## src/hdl/pms_pkg.sv

```systemverilog
// constants for the link status 2 and power management capability register bank
`default_nettype none
package pms_pkg;
    localparam int ADDR_W = 8;
    localparam int DATA_W = 32;
    // register offsets, byte addresses
    localparam logic [7:0] LINK_STATUS_TWO_OFS = 8'h72;
    localparam logic [7:0] SLOT_CAPABILITIES_TWO_OFS = 8'h74;
    localparam logic [7:0] SLOT_CONTROL_TWO_OFS = 8'h78;
    localparam logic [7:0] SLOT_STATUS_TWO_OFS = 8'h7a;
    localparam logic [7:0] POWER_MGMT_CAPABILITIES_OFS = 8'hc0;
    localparam logic [7:0] CONFIG_LOCK_OFS = 8'hfc;
    // power management capability fields
    localparam int CAP_CODE_LSB = 0;
    localparam int CAP_CODE_W = 8;
    localparam logic [7:0] CAPABILITY_CODE = 8'h01;
    localparam int NEXT_PTR_LSB = 8;
    localparam int NEXT_PTR_W = 8;
    localparam int PM_VERSION_LSB = 16;
    localparam int PM_VERSION_W = 3;
    localparam logic [2:0] PM_SPEC_VERSION = 3'h3;
    localparam int DEV_INIT_BIT = 21;
    localparam logic DEV_INIT_RESET = 1'b0;
    localparam int AUX_CUR_LSB = 22;
    localparam int AUX_CUR_W = 3;
    localparam logic [2:0] AUX_CURRENT_NEED = 3'h0;
    localparam int D1_BIT = 25;
    localparam int D2_BIT = 26;
    localparam logic D1_SUPPORT = 1'b0;
    localparam logic D2_SUPPORT = 1'b0;
    localparam int PME_SUP_LSB = 27;
    localparam int PME_SUP_W = 5;
    localparam logic [4:0] PME_SUPPORT_RESET = 5'h19;
    // link status 2 and config lock fields
    localparam int DEEMPH_BIT = 0;
    localparam int LOCK_BIT = 0;
    // power states on the state input, and index of d3cold in pme support
    localparam logic [1:0] PM_D0 = 2'h0;
    localparam logic [1:0] PM_D1 = 2'h1;
    localparam logic [1:0] PM_D2 = 2'h2;
    localparam logic [1:0] PM_D3HOT = 2'h3;
    localparam int PME_D3COLD_IDX = 4;
endpackage
`default_nettype wire

```

## src/hdl/pms_lock_field.sv

```systemverilog
// one lockable-write field with a constant reset value
`default_nettype none
module pms_lock_field #(
    parameter int WIDTH = 8,
    parameter logic [WIDTH-1:0] RESET_VALUE = '0
) (
    input wire logic i_clock,
    input wire logic i_reset_n,
    input wire logic i_write,
    input wire logic i_lock,
    input wire logic [WIDTH-1:0] i_wdata,
    output logic [WIDTH-1:0] o_value
);
    // writes take effect only while the lock is open
    always_ff @(posedge i_clock or negedge i_reset_n) begin
        if (!i_reset_n) begin
            o_value <= RESET_VALUE;
        end else if (i_write && !i_lock) begin
            o_value <= i_wdata;
        end
    end
endmodule
`default_nettype wire

```

## src/hdl/pms_deemph_status.sv

```systemverilog
// tracks the present transmit de-emphasis level for link status 2
`default_nettype none
module pms_deemph_status (
    input wire logic i_clock,
    input wire logic i_reset_n,
    input wire logic i_link_speed_5g,
    input wire logic i_tx_deemph_3p5,
    output logic o_current_deemph_level
);
    // at 5.0 gbps follow the transmitter: 0 is -6.0 db, 1 is -3.5 db
    // at 2.5 gt/s the bit has no meaning and reads 0
    always_ff @(posedge i_clock or negedge i_reset_n) begin
        if (!i_reset_n) begin
            o_current_deemph_level <= 1'b0;
        end else if (i_link_speed_5g) begin
            o_current_deemph_level <= i_tx_deemph_3p5;
        end else begin
            o_current_deemph_level <= 1'b0;
        end
    end
endmodule
`default_nettype wire

```

## src/hdl/pms_regs.sv

```systemverilog
// link status 2, slot 2 and power management capability register bank
//
// Summary of operation
// - at 5.0 gbps bit 0 of link status 2 shows de-emphasis, 1 is -3.5 db
// - at 2.5 gt/s the de-emphasis bit is meaningless; it reads zero here
// - slot capabilities 2, slot control 2 and slot status 2 read all zero
// - capability header bits 7:0 read 0x1, the power management id
// - bits 15:8 hold the next capability pointer, writable while unlocked
// - bits 18:16 read version 0x3
// - device specific init bit 21 resets to 0 and is writable while unlocked
// - aux current bits 24:22 read zero
// - d1 support bit 25 and d2 support bit 26 read zero
// - pme support bits 31:27 reset to 0b11001, writable while unlocked
// - pme is never forwarded in d3cold
// - writing pme support changes only the advertised value, not behaviour
//
// The implementer's own choice: the plain strobed port.
`default_nettype none
module pms_regs
    import pms_pkg::*;
#(
    parameter logic [7:0] NEXT_CAP_RESET = 8'hd0
) (
    input wire logic i_clock,
    input wire logic i_reset_n,
    input wire logic [ADDR_W-1:0] i_addr,
    input wire logic [DATA_W-1:0] i_wdata,
    input wire logic i_write,
    input wire logic i_read,
    output logic [DATA_W-1:0] o_rdata,
    input wire logic i_link_speed_5g,
    input wire logic i_tx_deemph_3p5,
    input wire logic [1:0] i_pm_state,
    input wire logic i_d3cold,
    output logic o_pme_forward_ok,
    output logic [NEXT_PTR_W-1:0] o_next_cap_pointer,
    output logic o_device_specific_init,
    output logic [PME_SUP_W-1:0] o_pme_support_advertised,
    output logic o_lock_active
);

    logic lockable_write_access_closed;
    logic current_deemph_level;
    logic [NEXT_PTR_W-1:0] next_cap_pointer;
    logic device_specific_init;
    logic [PME_SUP_W-1:0] pme_support_adv;
    logic wr_power_mgmt_capabilities;
    logic wr_lock;
    logic [DATA_W-1:0] next_rdata;
    logic [PME_SUP_W-1:0] pme_actual;
    logic next_pme_ok;

    function automatic logic hit(input logic [ADDR_W-1:0] a, input logic [ADDR_W-1:0] ofs);
        return a == ofs;
    endfunction

    assign wr_power_mgmt_capabilities = i_write && hit(i_addr, POWER_MGMT_CAPABILITIES_OFS);
    assign wr_lock = i_write && hit(i_addr, CONFIG_LOCK_OFS);

    // lock for all lockable-write fields, opens at reset
    always_ff @(posedge i_clock or negedge i_reset_n) begin
        if (!i_reset_n) begin
            lockable_write_access_closed <= 1'b0;
        end else if (wr_lock) begin
            lockable_write_access_closed <= i_wdata[LOCK_BIT];
        end
    end

    pms_deemph_status u_deemph (
        .i_clock(i_clock),
        .i_reset_n(i_reset_n),
        .i_link_speed_5g(i_link_speed_5g),
        .i_tx_deemph_3p5(i_tx_deemph_3p5),
        .o_current_deemph_level(current_deemph_level)
    );

    pms_lock_field #(.WIDTH(NEXT_PTR_W), .RESET_VALUE(NEXT_CAP_RESET)) u_next_ptr (
        .i_clock(i_clock),
        .i_reset_n(i_reset_n),
        .i_write(wr_power_mgmt_capabilities),
        .i_lock(lockable_write_access_closed),
        .i_wdata(i_wdata[NEXT_PTR_LSB +: NEXT_PTR_W]),
        .o_value(next_cap_pointer)
    );

    pms_lock_field #(.WIDTH(1), .RESET_VALUE(DEV_INIT_RESET)) u_dev_init (
        .i_clock(i_clock),
        .i_reset_n(i_reset_n),
        .i_write(wr_power_mgmt_capabilities),
        .i_lock(lockable_write_access_closed),
        .i_wdata(i_wdata[DEV_INIT_BIT]),
        .o_value(device_specific_init)
    );

    pms_lock_field #(.WIDTH(PME_SUP_W), .RESET_VALUE(PME_SUPPORT_RESET)) u_pme_sup (
        .i_clock(i_clock),
        .i_reset_n(i_reset_n),
        .i_write(wr_power_mgmt_capabilities),
        .i_lock(lockable_write_access_closed),
        .i_wdata(i_wdata[PME_SUP_LSB +: PME_SUP_W]),
        .o_value(pme_support_adv)
    );

    // read mux; unmapped and reserved bits read zero
    always_comb begin
        next_rdata = '0;
        if (i_read) begin
            unique case (1'b1)
                hit(i_addr, LINK_STATUS_TWO_OFS): begin
                    next_rdata[DEEMPH_BIT] = current_deemph_level;
                end
                hit(i_addr, SLOT_CAPABILITIES_TWO_OFS),
                hit(i_addr, SLOT_CONTROL_TWO_OFS),
                hit(i_addr, SLOT_STATUS_TWO_OFS): begin
                    next_rdata = '0;
                end
                hit(i_addr, POWER_MGMT_CAPABILITIES_OFS): begin
                    next_rdata[CAP_CODE_LSB +: CAP_CODE_W] = CAPABILITY_CODE;
                    next_rdata[NEXT_PTR_LSB +: NEXT_PTR_W] = next_cap_pointer;
                    next_rdata[PM_VERSION_LSB +: PM_VERSION_W] = PM_SPEC_VERSION;
                    next_rdata[DEV_INIT_BIT] = device_specific_init;
                    next_rdata[AUX_CUR_LSB +: AUX_CUR_W] = AUX_CURRENT_NEED;
                    next_rdata[D1_BIT] = D1_SUPPORT;
                    next_rdata[D2_BIT] = D2_SUPPORT;
                    next_rdata[PME_SUP_LSB +: PME_SUP_W] = pme_support_adv;
                end
                hit(i_addr, CONFIG_LOCK_OFS): begin
                    next_rdata[LOCK_BIT] = lockable_write_access_closed;
                end
                default: begin
                    next_rdata = '0;
                end
            endcase
        end
    end

    // read data stands in the cycle after the strobe only
    always_ff @(posedge i_clock or negedge i_reset_n) begin
        if (!i_reset_n) begin
            o_rdata <= '0;
        end else begin
            o_rdata <= next_rdata;
        end
    end

    // real pme forwarding uses the fixed default set, not the advertised field
    assign pme_actual = PME_SUPPORT_RESET;
    always_comb begin
        next_pme_ok = 1'b0;
        if (!i_d3cold) begin
            unique case (i_pm_state)
                PM_D0: next_pme_ok = pme_actual[PM_D0];
                PM_D1: next_pme_ok = pme_actual[PM_D1];
                PM_D2: next_pme_ok = pme_actual[PM_D2];
                PM_D3HOT: next_pme_ok = pme_actual[PM_D3HOT];
            endcase
        end
        // d3cold bit of the set is never honoured here
        if (i_d3cold) begin
            next_pme_ok = 1'b0;
        end
    end

    always_ff @(posedge i_clock or negedge i_reset_n) begin
        if (!i_reset_n) begin
            o_pme_forward_ok <= 1'b0;
        end else begin
            o_pme_forward_ok <= next_pme_ok;
        end
    end

    // registered copies of the writable fields for the rest of the port
    always_ff @(posedge i_clock or negedge i_reset_n) begin
        if (!i_reset_n) begin
            o_next_cap_pointer <= NEXT_CAP_RESET;
        end else begin
            o_next_cap_pointer <= next_cap_pointer;
        end
    end

    always_ff @(posedge i_clock or negedge i_reset_n) begin
        if (!i_reset_n) begin
            o_device_specific_init <= DEV_INIT_RESET;
        end else begin
            o_device_specific_init <= device_specific_init;
        end
    end

    always_ff @(posedge i_clock or negedge i_reset_n) begin
        if (!i_reset_n) begin
            o_pme_support_advertised <= PME_SUPPORT_RESET;
        end else begin
            o_pme_support_advertised <= pme_support_adv;
        end
    end

    always_ff @(posedge i_clock or negedge i_reset_n) begin
        if (!i_reset_n) begin
            o_lock_active <= 1'b0;
        end else begin
            o_lock_active <= lockable_write_access_closed;
        end
    end

endmodule
`default_nettype wire

```

## config.mk

```make
export PLATFORM = sky130hd
export DESIGN_NAME = pms_regs
export DESIGN_NICKNAME = d
export VERILOG_FILES = /design/src/hdl/pms_pkg.sv /design/src/hdl/pms_lock_field.sv /design/src/hdl/pms_deemph_status.sv /design/src/hdl/pms_regs.sv
export SDC_FILE = /design/constraint.sdc
export NUM_CORES = 1
export LEC_CHECK = 0
export BUFFER_PORTS_ARGS = -buffer_cell sky130_fd_sc_hd__clkbuf_2
export CAP_MARGIN = 30
export CORE_UTILIZATION = 41
export CTS_BUF_LIST = sky130_fd_sc_hd__clkbuf_8
export CTS_CLUSTER_SIZE = 28
export DETAILED_ROUTE_END_ITERATION = 16
export PLACE_DENSITY = 0.78
export SLEW_MARGIN = 20
export SYNTH_ARGS = -nofsm -noshare
export SYNTH_HDL_FRONTEND = slang
export SYNTH_SLANG_ARGS = --single-unit
```

## constraint.sdc

```tcl
create_clock -name i_clock -period 1.3 [get_ports i_clock]
set_clock_uncertainty 0.2 [all_clocks]
set_input_delay 0.195 -clock i_clock [delete_from_list [all_inputs] [get_ports i_clock]]
set_output_delay 0.195 -clock i_clock [all_outputs]
set_load 0.005 [all_outputs]
```

# Word-level counts from Yosys, hierarchy flattened
# Index checks and enable logic that the tools add are counted.
dict set report word_totals {
  register_bits 64
  out_inout_bits 48
}
dict set report op_classes {
  muxes 7
  eq_ne 6
  reduce_logical 7
}
# cell count
set ops {}
lappend ops {{two-way mux 32 bit} 1}
lappend ops {{two-way mux 17 bit} 1}
lappend ops {{== test 8 bit (second input constant)} 2}
lappend ops {{two-way mux 11 bit} 1}
lappend ops {{== test 8 x 7 -> 1 bit (second input constant)} 1}
lappend ops {{== test 2 bit (second input constant)} 2}
lappend ops {{OR reduction 2 bit} 2}
lappend ops {{logical AND 1 bit} 3}
lappend ops {{one-hot mux 1 bit (3 select lines)} 1}
lappend ops {{== test 2 x 1 -> 1 bit (second input constant)} 1}
lappend ops {{logical NOT 2 bit} 1}
lappend ops {{two-way mux 1 bit} 2}
lappend ops {{one-hot mux 1 bit (2 select lines)} 1}
lappend ops {{logical NOT 1 bit} 1}

# Logic depth before layout (Yosys ltp)
dict set report logic_depth {
  word_depth 4
  ltp_mapped 4
  mapped_depth_nobuf 3
}

# Hierarchy
# From an unflattened synthesis, not the netlist that was laid out.
dict set report unflattened {
  cells_unflattened 118
  area_unflattened_um2 1835.5
}
# module cells_per_inst n_inst area_each_um2 seq_area_each_um2
set by_module_without_submodules {}
lappend by_module_without_submodules {pms_regs 84 1 1202.4 833.3}
lappend by_module_without_submodules {{pms_lock_field (u_next_ptr)} 18 1 349.1 203.9}
lappend by_module_without_submodules {{pms_lock_field (u_pme_sup)} 11 1 198.9 128.9}
lappend by_module_without_submodules {{pms_lock_field (u_dev_init)} 3 1 53.8 25.0}
lappend by_module_without_submodules {pms_deemph_status 2 1 31.3 25.0}

# Worst setup path after synthesis
# No wires, ideal clock.
dict set report synth_timing {
  path_kind {input to register}
  startpoint {input port i_addr[2]}
  endpoint {register u_dev_init.o_value}
  cell_stages 4
  required_time_ns 0.975
  setup_slack_ns -0.162
  t_arrival_ns 1.137
  cell_sequence {nor4_4 -> nand4b_4 -> buf_6 -> mux2_4}
}
dict set report synth_via {
  elab_chain_len 3
}
# element line_no
set synth_lines {}
lappend synth_lines {{start: declaration} pms_regs.sv:26} ;# input wire logic [ADDR_W-1:0] i_addr,
lappend synth_lines {{== test 8 bit} pms_regs.sv:54} ;# return a == ofs;
lappend synth_lines {{logical AND 1 bit} pms_regs.sv:57} ;# assign wr_power_mgmt_capabilities = i_write && hit(i_addr, POWER_MGMT_CAPABILITIES_OFS);
lappend synth_lines {{logical AND 1 bit} pms_lock_field.sv:18} ;# end else if (i_write && !i_lock) begin
lappend synth_lines {{end signal: assignment} pms_lock_field.sv:19} ;# o_value <= i_wdata;
lappend synth_lines {{end: declaration} pms_lock_field.sv:12} ;# output logic [WIDTH-1:0] o_value
# Every way passes these cells.
# A chain may end at the register's enable or synchronous reset.

# Worst setup path in the final report
dict set report layout_timing {
  startpoint {register lockable_write_access_closed}
  endpoint {register u_next_ptr.o_value[0]}
}
dict set report layout_via {
  elab_chain_len 2
}
# element line_no
set layout_lines {}
lappend layout_lines {{start: declaration} pms_regs.sv:42} ;# logic lockable_write_access_closed;
lappend layout_lines {{start signal: assignment} pms_regs.sv:65} ;# lockable_write_access_closed <= i_wdata[LOCK_BIT];
lappend layout_lines {{logical NOT 1 bit} pms_lock_field.sv:18}
lappend layout_lines {{logical AND 1 bit} pms_lock_field.sv:18}
lappend layout_lines {{end signal: assignment} pms_lock_field.sv:19}
lappend layout_lines {{end: declaration} pms_lock_field.sv:12}
# Every way passes these cells.

==> flow_summary.yaml <==
final_layout:
  fin_util_pct: 61.9
  drive_above_1_share_pct: 52.7
  final_nets: 253
  final_cells: 255
  num-fill-cells: 309
  area_delta_synth_final_pct: 41.4
  insertedDiodeCount: 0
power_and_ir_drop:
  p_comb_share_pct: 7.8
  power-per-cell-area_nw_per_um2: 1210
  ir_drop_mv: 0.498
  swShare_pct: 19.6
  p_switching_mw: 0.602
  internal_power_mw: 2.47
  sequentialPowerShare_pct: 51.4
  power_leakage_nw: 1.40
  clkPwrFrac_pct: 40.8
detailed_routing:
  first_iter_violations: 76
  ant_nets: 0
  drc_errors: 0
  viasPerCell: 4.45
  totalWireLength_mm: 3.18
  dr.pass1.iters: 2
  post_drt_wl_per_cell_um: 12.5
  vias: 1134
grt:
  grt_pass1_vias: 1098
  grt_max_degree: 49
  grt-ovfl-total: 0
  grtUsageTotal_pct: 15.1
  grt_first_pass_wirelength_mm: 4.93
  antenna_found_initial: 0
status:
  violations: "setup timing"
  status: "complete, but fails checks"
worst_hold_path:
  hold_class: "in -> reg"
cts:
  cts.sinks: 48
  cts_tree: "done"
  clock_latency_ns: 0.30
  clock-root-buffer: "clkbuf_8"
  htree_levels: 2
  clk_path_buf_depth: 2
  clk_pin_slew_ns: 0.08
  cts_buffers: 5
yosys:
  ys_types: 21
  syn_area_um2: 1790
  synth_seq_cells: 48
  netlist.area_leader.share_pct: 50.4
  yosysSeqAreaShare_pct: 68.0
  yosys_warnings: 0
  netlist_instances: 110
  synth_top_area_cell: "dfrtp_1"
  synth_area_leaders: "dfrtp_1 50%, dfstp_2 18%, mux2_4 8.4%"
  synth_area_per_cell_um2: 16.3
critical_path:
  path_class: "reg -> reg"
  cpPeakStageDelay_ns: 0.41
  worst-endpoint-arrival_ns: 1.36
  worstPathCellList: "nand4b_4, buf_12, mux2_4"
  crit_fanout: 14
  critPathBufInv: 1
  cp_slowest_cell: "dfrtp_1"
  cpLargestDelayFamily: "flip-flops"
  end_kind: "register"
  critPathLaunchType: "register"
  required_ns: 1.28
sta:
  rsz0062_at_grt: "yes"
  finalMaxSlewViolations: 0
  period_share_pct: 106
  period_needed_ns: 1.37
  finalSetupViolations: 19
  fin_ws_ns: -0.0736
  fmax_mhz: 728
  finalHoldViolations: 0
floorplan:
  start_util_pct: 43.8
  die-height_um: 68.0
  die_w_um: 68.0
  io_pins: 97
  dieArea_um2: 4630
  row_count: 23
  core-area_um2: 4090
placement:
  placed_cells: 223
  gp_congestion: 0.703
  port_buffers: 64
run:
  cap_violations: 0
==> power by group through the flow <==
stage / sequential, mW / combinational (mW) / clock [mW]
2_1_floorplan: 1.60 / 0.0847 / 0
5_1_grt: 1.59 / 0.266 / 1.35
3_3_place_gp: 1.60 / 0.174 / 0
4_1_cts: 1.58 / 0.233 / 1.29
6_report: 1.58 / 0.238 / 1.25
3_5_place_dp: 1.61 / 0.177 / 0
==> synthesized netlist by cell type, drive strengths merged <==
cell type and count:
and4b 1, nand4 2, nor2 1, dfstp 12
conb 1, nor4 1, and3 1, nand4b 1
buf 18, nand3b 1, xor2 1, and2 15
nand3 1, and4 1, and4bb 1, mux2 15
dfrtp 36, nor4b 1
==> layout by cell type (no fill, tap or decap) <==
master / instances
clkbuf_2: 61
dfrtp_1: 36
dlygate4sd3_1: 23
and2_1: 15
conb_1: 15
dfstp_2: 12
mux2_4: 10
mux2_2: 5
clkbuf_8: 5
buf_6: 3
nand4_1: 2
bufinv_16: 2
buf_12: 2
buf_4: 2
and4bb_2: 1
nor4_4: 1
and3_2: 1
and4_2: 1
and4b_1: 1
nor4b_1: 1
nand3b_1: 1
xor2_1: 1
nor2_1: 1
nand4b_4: 1
nand3_1: 1
inv_6: 1
==> metrics by stage <==
step | cell area (µm²) | setup TNS, ns | setup WS [ns] | power, mW | hold WS, ns
floorplan | 1840 | -1.41 | -0.162 | 1.69 | -0.301
global placement | 2130 | -6.31 | -0.273 | 1.78 | -0.000714
detailed placement | 2130 | -7.44 | -0.309 | 1.78 | 0.00169
CTS | 2500 | -1.23 | -0.104 | 3.10 | 0.00811
global route | 2530 | -1.56 | -0.116 | 3.20 | 0.0421
finish | 2530 | -0.743 | -0.0736 | 3.07 | 0.0206
==> tightest hold or removal path, cell delays in order <==
cell and delay, ns:
clkbuf_2 0.08, nor4b_1 0.04, nand4_1 0.08, nand3b_1 0.07
==> final timing paths <==
kind	from	endpoint	slack, ns	cells after the start
hold / removal	i_addr[0]	o_rdata[0]$_DFF_PN0_	0.02	4
min in group asynchronous	i_reset_n	o_rdata[15]$_DFF_PN0_	0.22	3
max in group asynchronous	i_reset_n	o_next_cap_pointer[4]$_DFF_PN1_	0.39	3
hold reg to reg	u_pme_sup.o_value[3]$_DFFE_PN1P_	o_pme_support_advertised[3]$_DFF_PN1_	0.17	0
setup reg to reg	lockable_write_access_closed$_DFFE_PN0P_	u_next_ptr.o_value[0]$_DFFE_PN0P_	-0.07	3
setup / recovery	lockable_write_access_closed$_DFFE_PN0P_	u_next_ptr.o_value[0]$_DFFE_PN0P_	-0.07	3
==> logic make-up (layout without fill, tap and decap cells) <==
logic type / Yosys count / in the layout / synth area share, %
multiplexers: 15 / 15 / 11.5
buffers and inverters: 18 / 99 / 7.63
AND/OR/NAND/NOR: 27 / 27 / 12.1
XOR/XNOR: 1 / 1 / 0.490
flip-flops: 48 / 48 / 68.0
other: 1 / 15 / 0.210
==> routing by layer <==
layer / global-route usage, % / vias up / share of wire, %
li1: - / 522 / -
met1: 16.7 / 543 / 40
met2: 25.7 / 64 / 52
met3: 3.67 / 5 / 6.5
met4: 9.38 / 0 / 1.5
met5: 0 / - / 0
==> flip-flops by register name, summed over array words and instances (netlist names) <==
register,count
o_next_cap_pointer,8
u_dev_init.o_value,1
o_lock_active,1
o_rdata,16
u_deemph.o_current_deemph_level,1
o_pme_forward_ok,1
o_pme_support_advertised,5
lockable_write_access_closed,1
o_device_specific_init,1
u_pme_sup.o_value,5
u_next_ptr.o_value,8
==> timing repair <==
item | in CTS | in global routing
gates resized for setup | 0 | 5
setup endpoints to repair | 20 | 20
endpoints found under the hold margin | 66 | 0
buffers inserted | 0 | 1
hold buffers | 23 | 0
==> final cells by class <==
| class | instances | area, µm² | share of cell area (%) |
|---|---|---|---|
| clock buffers | 5 | 68.8 | 2.72 |
| clock inverters | 3 | 68.8 | 2.72 |
| multi-input cells | 58 | 488 | 19.3 |
| flip-flops and latches | 48 | 1220 | 48.1 |
| well taps | 50 | 62.6 | 2.47 |
| repair buffers | 91 | 624 | 24.7 |
No activity file was read; power rests on OpenSTA's default activity.
